[src/hdl/lcc_pkg.sv]
package lcc_pkg;
  localparam logic [4:0] ADDR_LINE_CTRL = 5'h00;
  localparam logic [4:0] ADDR_CODING_CTRL = 5'h01;
  localparam logic [7:0] CTRL_RESET_VALUE = 8'h00;
  localparam logic [7:0] CODING_WRITE_MASK = 8'hBF;
  // Line mode and clock routing fields
  localparam int LINE_STANDARD_POS = 7;
  localparam int UNIPOLAR_POS = 6;
  localparam int LOSS_ALT_POS = 5;
  localparam int SNAPSHOT_POS = 4;
  localparam int JITTER_SRC_POS = 3;
  localparam int TX_TO_JITTER_POS = 2;
  localparam int TX_TO_RX_POS = 1;
  localparam int FALLBACK_POS = 0;
  // Coding, edge and driver fields
  localparam int ALARM_SEL_POS = 7;
  localparam int LIMIT_DIS_POS = 5;
  localparam int CUSTOM_DRV_POS = 4;
  localparam int RX_SUBST_DIS_POS = 3;
  localparam int TX_SUBST_DIS_POS = 2;
  localparam int TX_EDGE_POS = 1;
  localparam int RX_EDGE_POS = 0;
  // Carrier loss zero counts
  localparam logic [11:0] LOSS_ZEROS_E1 = 12'd255;
  localparam logic [11:0] LOSS_ZEROS_T1 = 12'd192;
  localparam logic [11:0] LOSS_ZEROS_E1_ALT = 12'd2048;
  localparam logic [11:0] LOSS_ZEROS_T1_ALT = 12'd1544;
  // Transmit clock watchdog
  localparam int CLK_PERIOD_NS = 40;
  localparam int TX_CLK_LOSS_NS = 5000;
  localparam int TX_CLK_LOSS_CYCLES = (TX_CLK_LOSS_NS + CLK_PERIOD_NS - 1) / CLK_PERIOD_NS;
  localparam logic [7:0] TX_CLK_LOSS_COUNT = 8'(TX_CLK_LOSS_CYCLES);
endpackage

[src/hdl/lcc_mon_if.sv]
`timescale 1ns/1ps
interface lcc_mon_if;
  logic txClkEdge;
  logic txClkLost;
  modport monitor (output txClkEdge, output txClkLost);
  modport bank (input txClkEdge, input txClkLost);
endinterface

[src/hdl/lcc_transmit_clock_monitor.sv]
`timescale 1ns/1ps
module lcc_txclk_monitor (
  input wire logic core_clk,
  input wire logic rst_n,
  input wire logic transmitClock,
  lcc_mon_if.monitor mon
);
  logic [2:0] sync_r;
  logic level_r;
  logic [7:0] idle_r;

  // Pin is asynchronous; stage 0 feeds only stage 1
  always_ff @(posedge core_clk) begin
    if (!rst_n) begin
      sync_r <= 3'h0;
    end else begin
      sync_r <= {sync_r[1:0], transmitClock};
    end
  end

  // A change counts once stages 1 and 2 agree
  always_ff @(posedge core_clk) begin
    if (!rst_n) begin
      level_r <= 1'b0;
    end else if (sync_r[1] == sync_r[2]) begin
      level_r <= sync_r[2];
    end
  end

  assign mon.txClkEdge = (sync_r[1] == sync_r[2]) && (sync_r[2] != level_r);

  // Saturating idle count; lost once 5 us pass without an edge
  always_ff @(posedge core_clk) begin
    if (!rst_n) begin
      idle_r <= 8'h00;
    end else if (mon.txClkEdge) begin
      idle_r <= 8'h00;
    end else if (idle_r != lcc_pkg::TX_CLK_LOSS_COUNT) begin
      idle_r <= idle_r + 8'h01;
    end
  end

  assign mon.txClkLost = (idle_r == lcc_pkg::TX_CLK_LOSS_COUNT);
endmodule // lcc_txclk_monitor

[src/hdl/lcc_control_bank.sv]
`timescale 1ns/1ps
// Summary of operation
// [RULE1] Line standard bit clear selects E1, set selects T1.
// [RULE2] Unipolar bit clear gives bipolar rails; set gives NRZ on positive rails.
// [RULE3] In NRZ mode negative receive rail pulses on violation or excess zeros.
// [RULE4] Carrier loss after 255/192 zeros, or 2048/1544 with alternate criteria.
// [RULE5] Snapshot rising edge copies error counts next cycle and clears counter.
// [RULE6] Host waits two line clocks after snapshot before reading counts.
// [RULE7] Jitter clock source: master clock when clear, internal PLL when set.
// [RULE8] Host supplies 2.048 MHz master clock, 1.544 MHz only T1 direct.
// [RULE9] Enable bits route transmit clock to jitter clock and receive clock.
// [RULE10] Fallback bit lets transmit logic switch to jitter clock on clock loss.
// [RULE11] Alarm pin shows carrier loss, or 5 us transmit clock loss when selected.
// [RULE12] Host writes zero to unassigned bit six of second register.
// [RULE13] In E1 limit-disable bit clear keeps current limiter on, set disables.
// [RULE14] Custom driver: square wave with zero build-out, else open drain.
// [RULE15] Receive substitution bit clear enables HDB3/B8ZS decoding, set disables.
// [RULE16] Transmit substitution bit clear enables HDB3/B8ZS encoding, set disables.
// [RULE17] Transmit rails sampled on falling clock edge, rising when bit set.
// [RULE18] Receive rails updated on rising clock edge, falling when bit set.
// [RULE19] Reset clears both control registers and all status to zero.
// [RULE20] Trigger edges found by comparing written value with stored bit.
module lcc_control_bank #(
  parameter int ERR_WIDTH = 16
) (
  input wire logic core_clk,
  input wire logic rst_n,
  input wire logic [4:0] regAddr,
  input wire logic regWrEn,
  input wire logic [7:0] regWrData,
  input wire logic regRdEn,
  output logic [7:0] regRdData,
  input wire logic hardwareMode,
  input wire logic transmitClock,
  input wire logic [2:0] buildOutSelect,
  input wire logic rxBitStrobe,
  input wire logic rxBitOne,
  input wire logic rxNegIn,
  input wire logic rxViolation,
  input wire logic errorEvent,
  output logic [ERR_WIDTH-1:0] errorCountSnap,
  output logic lineStandardT1,
  output logic unipolarData,
  output logic rxNegRailOut,
  output logic receiveCarrierLoss,
  output logic jitterClockFromPll,
  output logic txClockToJitterClock,
  output logic txClockToRxClock,
  output logic txUseJitterClock,
  output logic alarmPinOut,
  output logic currentLimitEnable,
  output logic lineSquareWave,
  output logic lineOpenDrain,
  output logic rxZeroSubstEnable,
  output logic txZeroSubstEnable,
  output logic txSampleRising,
  output logic rxUpdateFalling
);
  logic [7:0] lineCtrl_r;
  logic [7:0] codingCtrl_r;
  logic snapshotPending_r;
  logic [ERR_WIDTH-1:0] errCount_r;
  logic [11:0] zeroRun_r;
  logic [11:0] lossThreshold;
  logic lineWr;
  logic codingWr;
  lcc_mon_if mon ();

  lcc_txclk_monitor u_monitor (
    .core_clk(core_clk),
    .rst_n(rst_n),
    .transmitClock(transmitClock),
    .mon(mon)
  );

  assign lineWr = regWrEn && (regAddr == lcc_pkg::ADDR_LINE_CTRL);
  assign codingWr = regWrEn && (regAddr == lcc_pkg::ADDR_CODING_CTRL);

  always_ff @(posedge core_clk) begin
    if (!rst_n) begin
      lineCtrl_r <= lcc_pkg::CTRL_RESET_VALUE; // RULE19
    end else if (lineWr) begin
      lineCtrl_r <= regWrData;
    end
  end

  // Unassigned bit is held at zero so a careless write cannot set it
  always_ff @(posedge core_clk) begin
    if (!rst_n) begin
      codingCtrl_r <= lcc_pkg::CTRL_RESET_VALUE; // RULE19
    end else if (codingWr) begin
      codingCtrl_r <= regWrData & lcc_pkg::CODING_WRITE_MASK; // RULE12
    end
  end

  // Snapshot edge: new value one, stored value zero
  always_ff @(posedge core_clk) begin
    if (!rst_n) begin
      snapshotPending_r <= 1'b0;
    end else begin
      snapshotPending_r <= lineWr && regWrData[lcc_pkg::SNAPSHOT_POS] &&
                           !lineCtrl_r[lcc_pkg::SNAPSHOT_POS]; // RULE20
    end
  end

  // An error in the snapshot cycle starts the new count, so none is lost
  always_ff @(posedge core_clk) begin
    if (!rst_n) begin
      errCount_r <= '0;
    end else if (snapshotPending_r) begin
      errCount_r <= ERR_WIDTH'(errorEvent); // RULE5
    end else if (errorEvent && !(&errCount_r)) begin
      errCount_r <= errCount_r + 1'b1;
    end
  end

  always_ff @(posedge core_clk) begin
    if (!rst_n) begin
      errorCountSnap <= '0;
    end else if (snapshotPending_r) begin
      errorCountSnap <= errCount_r; // RULE5
    end
  end

  always_comb begin
    case ({lineCtrl_r[lcc_pkg::LINE_STANDARD_POS], lineCtrl_r[lcc_pkg::LOSS_ALT_POS]})
      2'b00: lossThreshold = lcc_pkg::LOSS_ZEROS_E1; // RULE4
      2'b01: lossThreshold = lcc_pkg::LOSS_ZEROS_E1_ALT; // RULE4
      2'b10: lossThreshold = lcc_pkg::LOSS_ZEROS_T1; // RULE4
      default: lossThreshold = lcc_pkg::LOSS_ZEROS_T1_ALT; // RULE4
    endcase
  end

  // Run length saturates at the threshold; any one ends the loss
  always_ff @(posedge core_clk) begin
    if (!rst_n) begin
      zeroRun_r <= 12'h000;
    end else if (rxBitStrobe) begin
      if (rxBitOne) begin
        zeroRun_r <= 12'h000;
      end else if (zeroRun_r < lossThreshold) begin
        zeroRun_r <= zeroRun_r + 12'h001;
      end
    end
  end

  assign receiveCarrierLoss = (zeroRun_r >= lossThreshold); // RULE4

  // Negative rail: data in bipolar mode, violation flag in NRZ mode
  always_ff @(posedge core_clk) begin
    if (!rst_n) begin
      rxNegRailOut <= 1'b0;
    end else if (lineCtrl_r[lcc_pkg::UNIPOLAR_POS]) begin
      rxNegRailOut <= rxViolation || (rxBitStrobe && !rxBitOne &&
                      (zeroRun_r + 12'h001 == lossThreshold)); // RULE3
    end else begin
      rxNegRailOut <= rxNegIn; // RULE2
    end
  end

  assign lineStandardT1 = lineCtrl_r[lcc_pkg::LINE_STANDARD_POS]; // RULE1
  assign unipolarData = lineCtrl_r[lcc_pkg::UNIPOLAR_POS]; // RULE2
  assign jitterClockFromPll = lineCtrl_r[lcc_pkg::JITTER_SRC_POS]; // RULE7
  assign txClockToJitterClock = lineCtrl_r[lcc_pkg::TX_TO_JITTER_POS]; // RULE9
  assign txClockToRxClock = lineCtrl_r[lcc_pkg::TX_TO_RX_POS]; // RULE9
  assign txUseJitterClock = lineCtrl_r[lcc_pkg::FALLBACK_POS] && mon.txClkLost; // RULE10

  // Hardware mode forces the carrier-loss function onto the shared pin
  assign alarmPinOut = (codingCtrl_r[lcc_pkg::ALARM_SEL_POS] && !hardwareMode) ?
                       mon.txClkLost : receiveCarrierLoss; // RULE11

  // Limiter only exists in E1; T1 leaves it on
  assign currentLimitEnable = lineStandardT1 || !codingCtrl_r[lcc_pkg::LIMIT_DIS_POS]; // RULE13
  assign lineSquareWave = codingCtrl_r[lcc_pkg::CUSTOM_DRV_POS] &&
                          (buildOutSelect == 3'h0); // RULE14
  assign lineOpenDrain = codingCtrl_r[lcc_pkg::CUSTOM_DRV_POS] &&
                         (buildOutSelect != 3'h0); // RULE14
  assign rxZeroSubstEnable = !codingCtrl_r[lcc_pkg::RX_SUBST_DIS_POS]; // RULE15
  assign txZeroSubstEnable = !codingCtrl_r[lcc_pkg::TX_SUBST_DIS_POS]; // RULE16
  assign txSampleRising = codingCtrl_r[lcc_pkg::TX_EDGE_POS]; // RULE17
  assign rxUpdateFalling = codingCtrl_r[lcc_pkg::RX_EDGE_POS]; // RULE18

  always_ff @(posedge core_clk) begin
    if (!rst_n) begin
      regRdData <= 8'h00;
    end else if (regRdEn) begin
      case (regAddr)
        lcc_pkg::ADDR_LINE_CTRL: regRdData <= lineCtrl_r;
        lcc_pkg::ADDR_CODING_CTRL: regRdData <= codingCtrl_r;
        default: regRdData <= 8'h00;
      endcase
    end
  end
endmodule // lcc_control_bank

[config.mk]
export PLATFORM = sky130hd
export DESIGN_NAME = lcc_control_bank
export DESIGN_NICKNAME = d
export VERILOG_FILES = /design/src/hdl/lcc_pkg.sv /design/src/hdl/lcc_mon_if.sv /design/src/hdl/lcc_transmit_clock_monitor.sv /design/src/hdl/lcc_control_bank.sv
export SDC_FILE = /design/constraint.sdc
export NUM_CORES = 1
export LEC_CHECK = 0
export ABC_AREA = 1
export BUFFER_PORTS_ARGS = -buffer_cell sky130_fd_sc_hd__buf_4
export CAP_MARGIN = 10
export CORE_ASPECT_RATIO = 1.5
export CORE_MARGIN = 5
export CORE_UTILIZATION = 58
export CTS_BUF_LIST = sky130_fd_sc_hd__clkbuf_4 sky130_fd_sc_hd__clkbuf_8
export CTS_CLUSTER_SIZE = 16
export DETAILED_ROUTE_END_ITERATION = 7
export PLACE_DENSITY_LB_ADDON = 0.1
export SYNTH_ARGS = -nofsm -noshare
export SYNTH_HDL_FRONTEND = slang
export SYNTH_SLANG_ARGS = --single-unit
[constraint.sdc]
create_clock -name core_clk -period 2.7 [get_ports core_clk]
set_input_delay 0.135 -clock core_clk [delete_from_list [all_inputs] [get_ports core_clk]]
set_output_delay 0.135 -clock core_clk [all_outputs]
set_load 0.01 [all_outputs]
# Word-level counts from Yosys, hierarchy flattened
# Index checks and enable logic that the tools add are counted.
op_classes:
  magnitude_cmp: 2
  addsub: 3
  mux: 8
  reduce_logical: 31
  eq_ne: 8
  n_bitwise: 1
ops:
  columns: ["op", "count"]
  rows:
  - ["12-bit case mux with 3 select lines", 1]
  - ["12-bit two-way mux", 2]
  - ["16-bit by 1-bit adder with 16-bit output, second input constant", 1]
  - ["8-bit case mux with 2 select lines", 1]
  - ["16-bit AND reduction", 1]
  - ["12-bit by 1-bit adder with 12-bit output, second input constant", 1]
  - ["12-bit equality test", 1]
  - ["12-bit >= comparator", 1]
  - ["1-bit logical AND", 12]
  - ["12-bit less-than comparator", 1]
  - ["8-bit by 1-bit adder with 8-bit output, second input constant", 1]
  - ["8-bit by 7-bit equality test with 1-bit output, second input constant", 1]
  - ["8-bit by 7-bit != test with 1-bit output, second input constant", 1]
  - ["1-bit zero test", 7]
  - ["5-bit by 1-bit equality test with 1-bit output, second input constant", 1]
  - ["5-bit zero test", 1]
  - ["1-bit two-way mux", 4]
  - ["2-bit nonzero test", 2]
  - ["2-bit OR reduction", 2]
  - ["3-bit zero test", 1]
  - ["3-bit nonzero test", 1]
  - ["2-bit by 1-bit equality test with 1-bit output, second input constant", 1]
  - ["2-bit equality test, second input constant", 1]
  - ["2-bit zero test", 1]
  - ["other kinds (5)", 6]
word_totals:
  in_bits: 27
  regBits: 81
  output_inout_bits: 40
  wordCells: 65

# Longest topological paths before layout
depth:
  word_depth: 6
  mapped_depth: 16
  ltp_nobuf: 15

# Modules after synthesis
# From an unflattened synthesis, not the netlist that was laid out.
unflattened:
  cells_unflattened: 622
  area_unflattened_um2: 4265.3
by_module_without_submodules:
  columns: ["mod", "cells_per_inst", "area_per_inst_um2", "seq_area_each_um2", "n_inst"]
  rows:
  - ["lcc_control_bank", 541, 3664.8, 1381.3, 1]
  - ["lcc_txclk_monitor", 81, 600.6, 240.2, 1]

# Worst setup path after synthesis
# No wires, ideal clock.
synth_timing:
  path_kind: "register to output"
  start: "register lineCtrl_r[7]"
  end: "output port alarmPinOut"
  t_arrival_ps: 2031
  required_ps: 2565
  slack_ps: 534
  stages_incl_launch_ff: 14
  path_buffers: 0
  cell_sequence: "dfxtp_1 inv_1 ha_1 inv_1 ha_1 nand2_1 inv_1 o21ai_0 nand2_1 nand2_1 nand3_2 o21bai_1 nand2_1 o21ai_0"
synth_via:
  elab_chain_len: 4
  elab_cells_between_ends: 6
  classes_between: "1 x order compare; 2 x eq/ne; 2 x mux; 1 x reduce/logical"
synth_lines:
  columns: ["item", "line_no", "text"]
  rows:
  - ["start, declared", "lcc_control_bank.sv:59", "logic [7:0] lineCtrl_r;"]
  - ["start signal, assigned", "lcc_control_bank.sv:81", "lineCtrl_r <= lcc_pkg::CTRL_RESET_VALUE;"]
  - ["start signal, assigned", "lcc_control_bank.sv:83", "lineCtrl_r <= regWrData;"]
  - ["2-bit equality test (tied with other cells)", "lcc_control_bank.sv:126", "case ({lineCtrl_r[lcc_pkg::LINE_STANDARD_POS], lineCtrl_r[lcc_pkg::LOSS_ALT_POS]})"]
  - ["12-bit case mux with 3 select lines (*)", "lcc_control_bank.sv:126", null]
  - ["12-bit >= comparator (*)", "lcc_control_bank.sv:147", "assign receiveCarrierLoss = (zeroRun_r >= lossThreshold);"]
  - ["via receiveCarrierLoss", "lcc_control_bank.sv:45", "output logic receiveCarrierLoss,"]
  - ["1-bit two-way mux (*)", "lcc_control_bank.sv:169", "assign alarmPinOut = (codingCtrl_r[lcc_pkg::ALARM_SEL_POS] && !hardwareMode) ?"]
  - ["end, declared", "lcc_control_bank.sv:50", "output logic alarmPinOut,"]
# Mark *: on every way through the listed nets, which the timed path passes. The rest lies on a longest branch.

# Worst setup path in the final report
layout_timing:
  start: "register lineCtrl_r[7]"
  end: "output port alarmPinOut"
layout_via:
  elab_chain_len: 4
  elab_cells_between_ends: 6
  classes_between: "1 x order compare; 2 x eq/ne; 2 x mux; 1 x reduce/logical"
layout_lines:
  columns: ["item", "line_no"]
  rows:
  - ["2-bit equality test (tied with other cells)", "lcc_control_bank.sv:126"]
  - ["12-bit case mux with 3 select lines (*)", "lcc_control_bank.sv:126"]
  - ["12-bit >= comparator (*)", "lcc_control_bank.sv:147"]
  - ["1-bit two-way mux (*)", "lcc_control_bank.sv:169"]
# Every way passes the cells marked *; elsewhere a longest branch is shown, timed or not.

==> run summary <==
The run finished with clean final reports. The number of maximum-capacitance constraint violations is 0. Measured against its own limit, the worst slew margin works out to 0.621.

The worst setup path is captured at an output pin. The actual slew at the worst max-slew pin is 566 ps. The number of primary I/O pins came out at 67.

The final antenna-violating net count came out at 0. The register area share after synthesis came out at 0.383. The post-route core utilization is 0.702. The cell count after placement came out at 767. The mapped netlist covers 4230 um2.

The proportion of layout cells with a drive suffix above 1 came out at 0.165. The net count after synthesis is 661. Summed over all layers, the global routing overflow is 0. The number of port buffers is 66. The x dimension of the die came out at 79.8 um.

The row count came out at 38. The register bit count reported by yosys came out at 81. The total number of vias is 4146. VDD sags by at most 0.421 mV.

The number of max-slew violations in the final report came to 0. The post-synthesis instance total is 615. The CTS H-tree depth is 3. At the placement stage, the worst setup path has a slack of 273 ps. In this run, synthesis inferred 0 flip-flops with an integrated enable.

TritonCTS built the clock tree. For this design the ratio of total power to cell area is 462 nW/um2. The aggregate routed wire length is 10600 um. For this configuration, the core starts out at a cell density of 0.590. The area taken by flip-flops and latches came out at 1630 um2. Setup total negative slack on the finished layout was measured at 0 ps.

The critical path launch point type is a flip-flop. The number of clock sinks is 81. The worst setup path is of the reg2out kind. The via count of the first global-routing pass was 4079. The post-route DRC violation count is 0. Along the worst path, the maximum fanout reaches 5. The worst hold-check slack came out at 6.81 ps. The post-detailed-route via-to-cell ratio came out at 5.27. The min-delay analysis places its worst path in the category in2reg. The final critical-path share of the clock period is 0.939. The share of synthesized registers carrying an async set or reset is 0. The number of hold-slack violations in the final timing report is 0. For this run, the leading register cell type out of synthesis is sky130_fd_sc_hd__dfxtp_1.

The data required time of the critical path came out at 2570 ps. CTS placed an instance of sky130_fd_sc_hd__clkbuf_8 at the clock tree root. The area added between synthesis and finish came out at 19.1%. In the post-route analysis, the smallest setup slack over all paths is 164 ps. The minimum clock period came out at 2540 ps. The routed length per instance came out at 13.5 um. Static timing analysis puts the maximum clock frequency at 394 MHz. The multi-input logic area is 2220 um2. The finished layout holds 786 standard cells, fillers aside. The arrival time of data at the critical path endpoint is 2400 ps. The global-route wire length before repair came out at 17600 um.

The net count reported at finish came out at 727. Before antenna repair, the detailed router went through 5 iterations. The congestion estimate from routability-driven global placement came to 0.949. The clock reaches the later pin of the worst-skew pair after 350 ps. The die is 115 um tall. In this run the standard cell core region covers 7180 um2. The worst-case clock skew is 4.29 ps. The aggregate global-route resource usage is 0.242. The area of the die is 9140 um2. The HPWL after detailed placement came out at 7930 um.

The clock input transition at the sequential cells of the worst setup and hold paths is 80 ps. The per-instance average area after synthesis is 6.88 um2. The number of distinct library cells after synthesis is 36.

The final setup violation count came out at 0. The count of filler cells inserted in the layout came out at 607. The maximum root-to-sink buffer count is 2. The first routing iteration left 215 violations. The number of antenna diodes came out at 0. The initial antenna violation count came to 0. TritonCTS created 9 clock buffers. The warning count from the yosys run came out at 0. In this run the static leakage power is 2.39 nW. The pin count of the biggest net entering global routing is 48.
==> path summary, 6_finish.rpt <==
kind / start / to / slack (ps) / depth (start not counted)
worst max-delay path: lineCtrl_r[7] / alarmPinOut / 160 / 11
worst min-delay path: regWrData[1] / codingCtrl_r[1] / 7 / 3
worst max register to register: lineCtrl_r[7] / zeroRun_r[4] / 400 / 13
worst min register to register: u_monitor.sync_r[0] / u_monitor.sync_r[1] / 420 / 2
==> state kept, by name, summed over array words and instances (netlist names), 3 cells and up <==
name / cells
codingCtrl_r: 7
errCount_r: 16
errorCountSnap: 16
lineCtrl_r: 8
regRdData: 8
u_monitor.idle_r: 8
u_monitor.sync_r: 3
zeroRun_r: 12
==> cells in the mapped netlist (all sizes together) (3+ instances only) <==
cell    number  area, um2
a21oi       50        254
buf          4       28.8
clkbuf      12       45.0
dfxtp       81       1620
ha          19        238
inv         90        338
nand2      134        520
nand3       40        215
nand3b       3       22.5
nand4       12       75.1
nor2        77        323
nor3         7       40.0
o21ai       56        280
o221ai       5       43.8
or2          7       43.8
xnor2        3       26.3
xor2         6       52.6
==> cell families after synthesis <==
logic type                 share of synthesized area
adders and majority gates                     0.0561
DFF                                            0.383
xor gates and xnor gates                      0.0186
and+or+nand+nor                                0.294
buffers and inverters                         0.0972
AOI/OAI and AO/OA                              0.151
==> power breakdown <==
part / internal, mW / switching, mW
Sequential: 1.22 / 0.0287
Clock: 0.408 / 0.430
Combinational: 0.104 / 0.140
==> critical path, stage by stage, from the launching register on <==
cell	delay [ps]
sky130_fd_sc_hd__dfxtp_2	370
sky130_fd_sc_hd__ha_2	220
sky130_fd_sc_hd__inv_1	100
sky130_fd_sc_hd__ha_1	320
sky130_fd_sc_hd__a21oi_2	160
sky130_fd_sc_hd__nor2_1	60
sky130_fd_sc_hd__nor3_2	210
sky130_fd_sc_hd__nand3_2	100
sky130_fd_sc_hd__o21bai_2	210
sky130_fd_sc_hd__nand2_1	60
sky130_fd_sc_hd__o21ai_0	80
sky130_fd_sc_hd__buf_4	160
==> through the flow <==
step           area (um2)  power (mW)
3_3_place_gp         4800        1.51
3_5_place_dp         4800        1.51
2_1_floorplan        4230        1.42
6_report             5040        2.33
4_1_cts              5020        2.34
5_1_grt              5040        2.44
==> cell usage in the layout (no fill, tap or decap), types with 2 or more instances in the layout <==
| master | synthesis | routed |
|---|---|---|
| sky130_fd_sc_hd__a21oi_2 | 1 | 2 |
| sky130_fd_sc_hd__o21ai_0 | 55 | 54 |
| sky130_fd_sc_hd__or2_2 | 3 | 3 |
| sky130_fd_sc_hd__xor2_1 | 6 | 6 |
| sky130_fd_sc_hd__xnor2_1 | 3 | 3 |
| sky130_fd_sc_hd__nand3_1 | 37 | 37 |
| sky130_fd_sc_hd__clkinv_2 | 0 | 2 |
| sky130_fd_sc_hd__nor3_1 | 6 | 6 |
| sky130_fd_sc_hd__o21ai_1 | 1 | 2 |
| sky130_fd_sc_hd__dlygate4sd3_1 | 0 | 2 |
| sky130_fd_sc_hd__inv_1 | 90 | 87 |
| sky130_fd_sc_hd__nor2_1 | 73 | 73 |
| sky130_fd_sc_hd__o221ai_1 | 5 | 5 |
| sky130_fd_sc_hd__a31oi_1 | 2 | 2 |
| sky130_fd_sc_hd__inv_2 | 0 | 3 |
| sky130_fd_sc_hd__buf_4 | 1 | 69 |
| sky130_fd_sc_hd__a21oi_1 | 49 | 48 |
| sky130_fd_sc_hd__nand2_1 | 129 | 129 |
| sky130_fd_sc_hd__ha_1 | 19 | 17 |
| sky130_fd_sc_hd__nand4_1 | 12 | 12 |
| sky130_fd_sc_hd__a31o_2 | 2 | 2 |
| sky130_fd_sc_hd__or2_1 | 4 | 4 |
| sky130_fd_sc_hd__nand3b_1 | 3 | 3 |
| sky130_fd_sc_hd__nor2_4 | 2 | 2 |
| sky130_fd_sc_hd__nand3_2 | 3 | 3 |
| sky130_fd_sc_hd__clkbuf_8 | 0 | 12 |
| sky130_fd_sc_hd__dfxtp_1 | 81 | 79 |
| sky130_fd_sc_hd__nand2_2 | 4 | 4 |
==> metal layers <==
layer | GRT usage | up-vias | wire (um)
met3 | 0.0488 | 38 | 380
met1 | 0.260 | 1896 | 4260
li1 | - | 2115 | -
met2 | 0.432 | 97 | 5570
met5 | 0 | - | 0
met4 | 0.141 | 0 | 406
==> cell type report <==
type	count	area share
multi-input combinational	428	0.441
sequential	81	0.323
timing repair buffer	71	0.107
inverter	90	0.0670
clock buffer	12	0.0328
tap	100	0.0248
clock inverter	4	0.00521
==> timing repair <==
| item | CTS | global route |
|---|---|---|
| setup endpoints to repair | 1 | 2 |
| cloned | 0 | 0 |
| setup buffers | 0 | 1 |
| hold endpoints to repair | 2 | 0 |
| pin swaps | 0 | 2 |
| gates resized for setup | 4 | 8 |
| hold buffers | 2 | 0 |
Note: power is estimated with default switching activity, not from simulation.
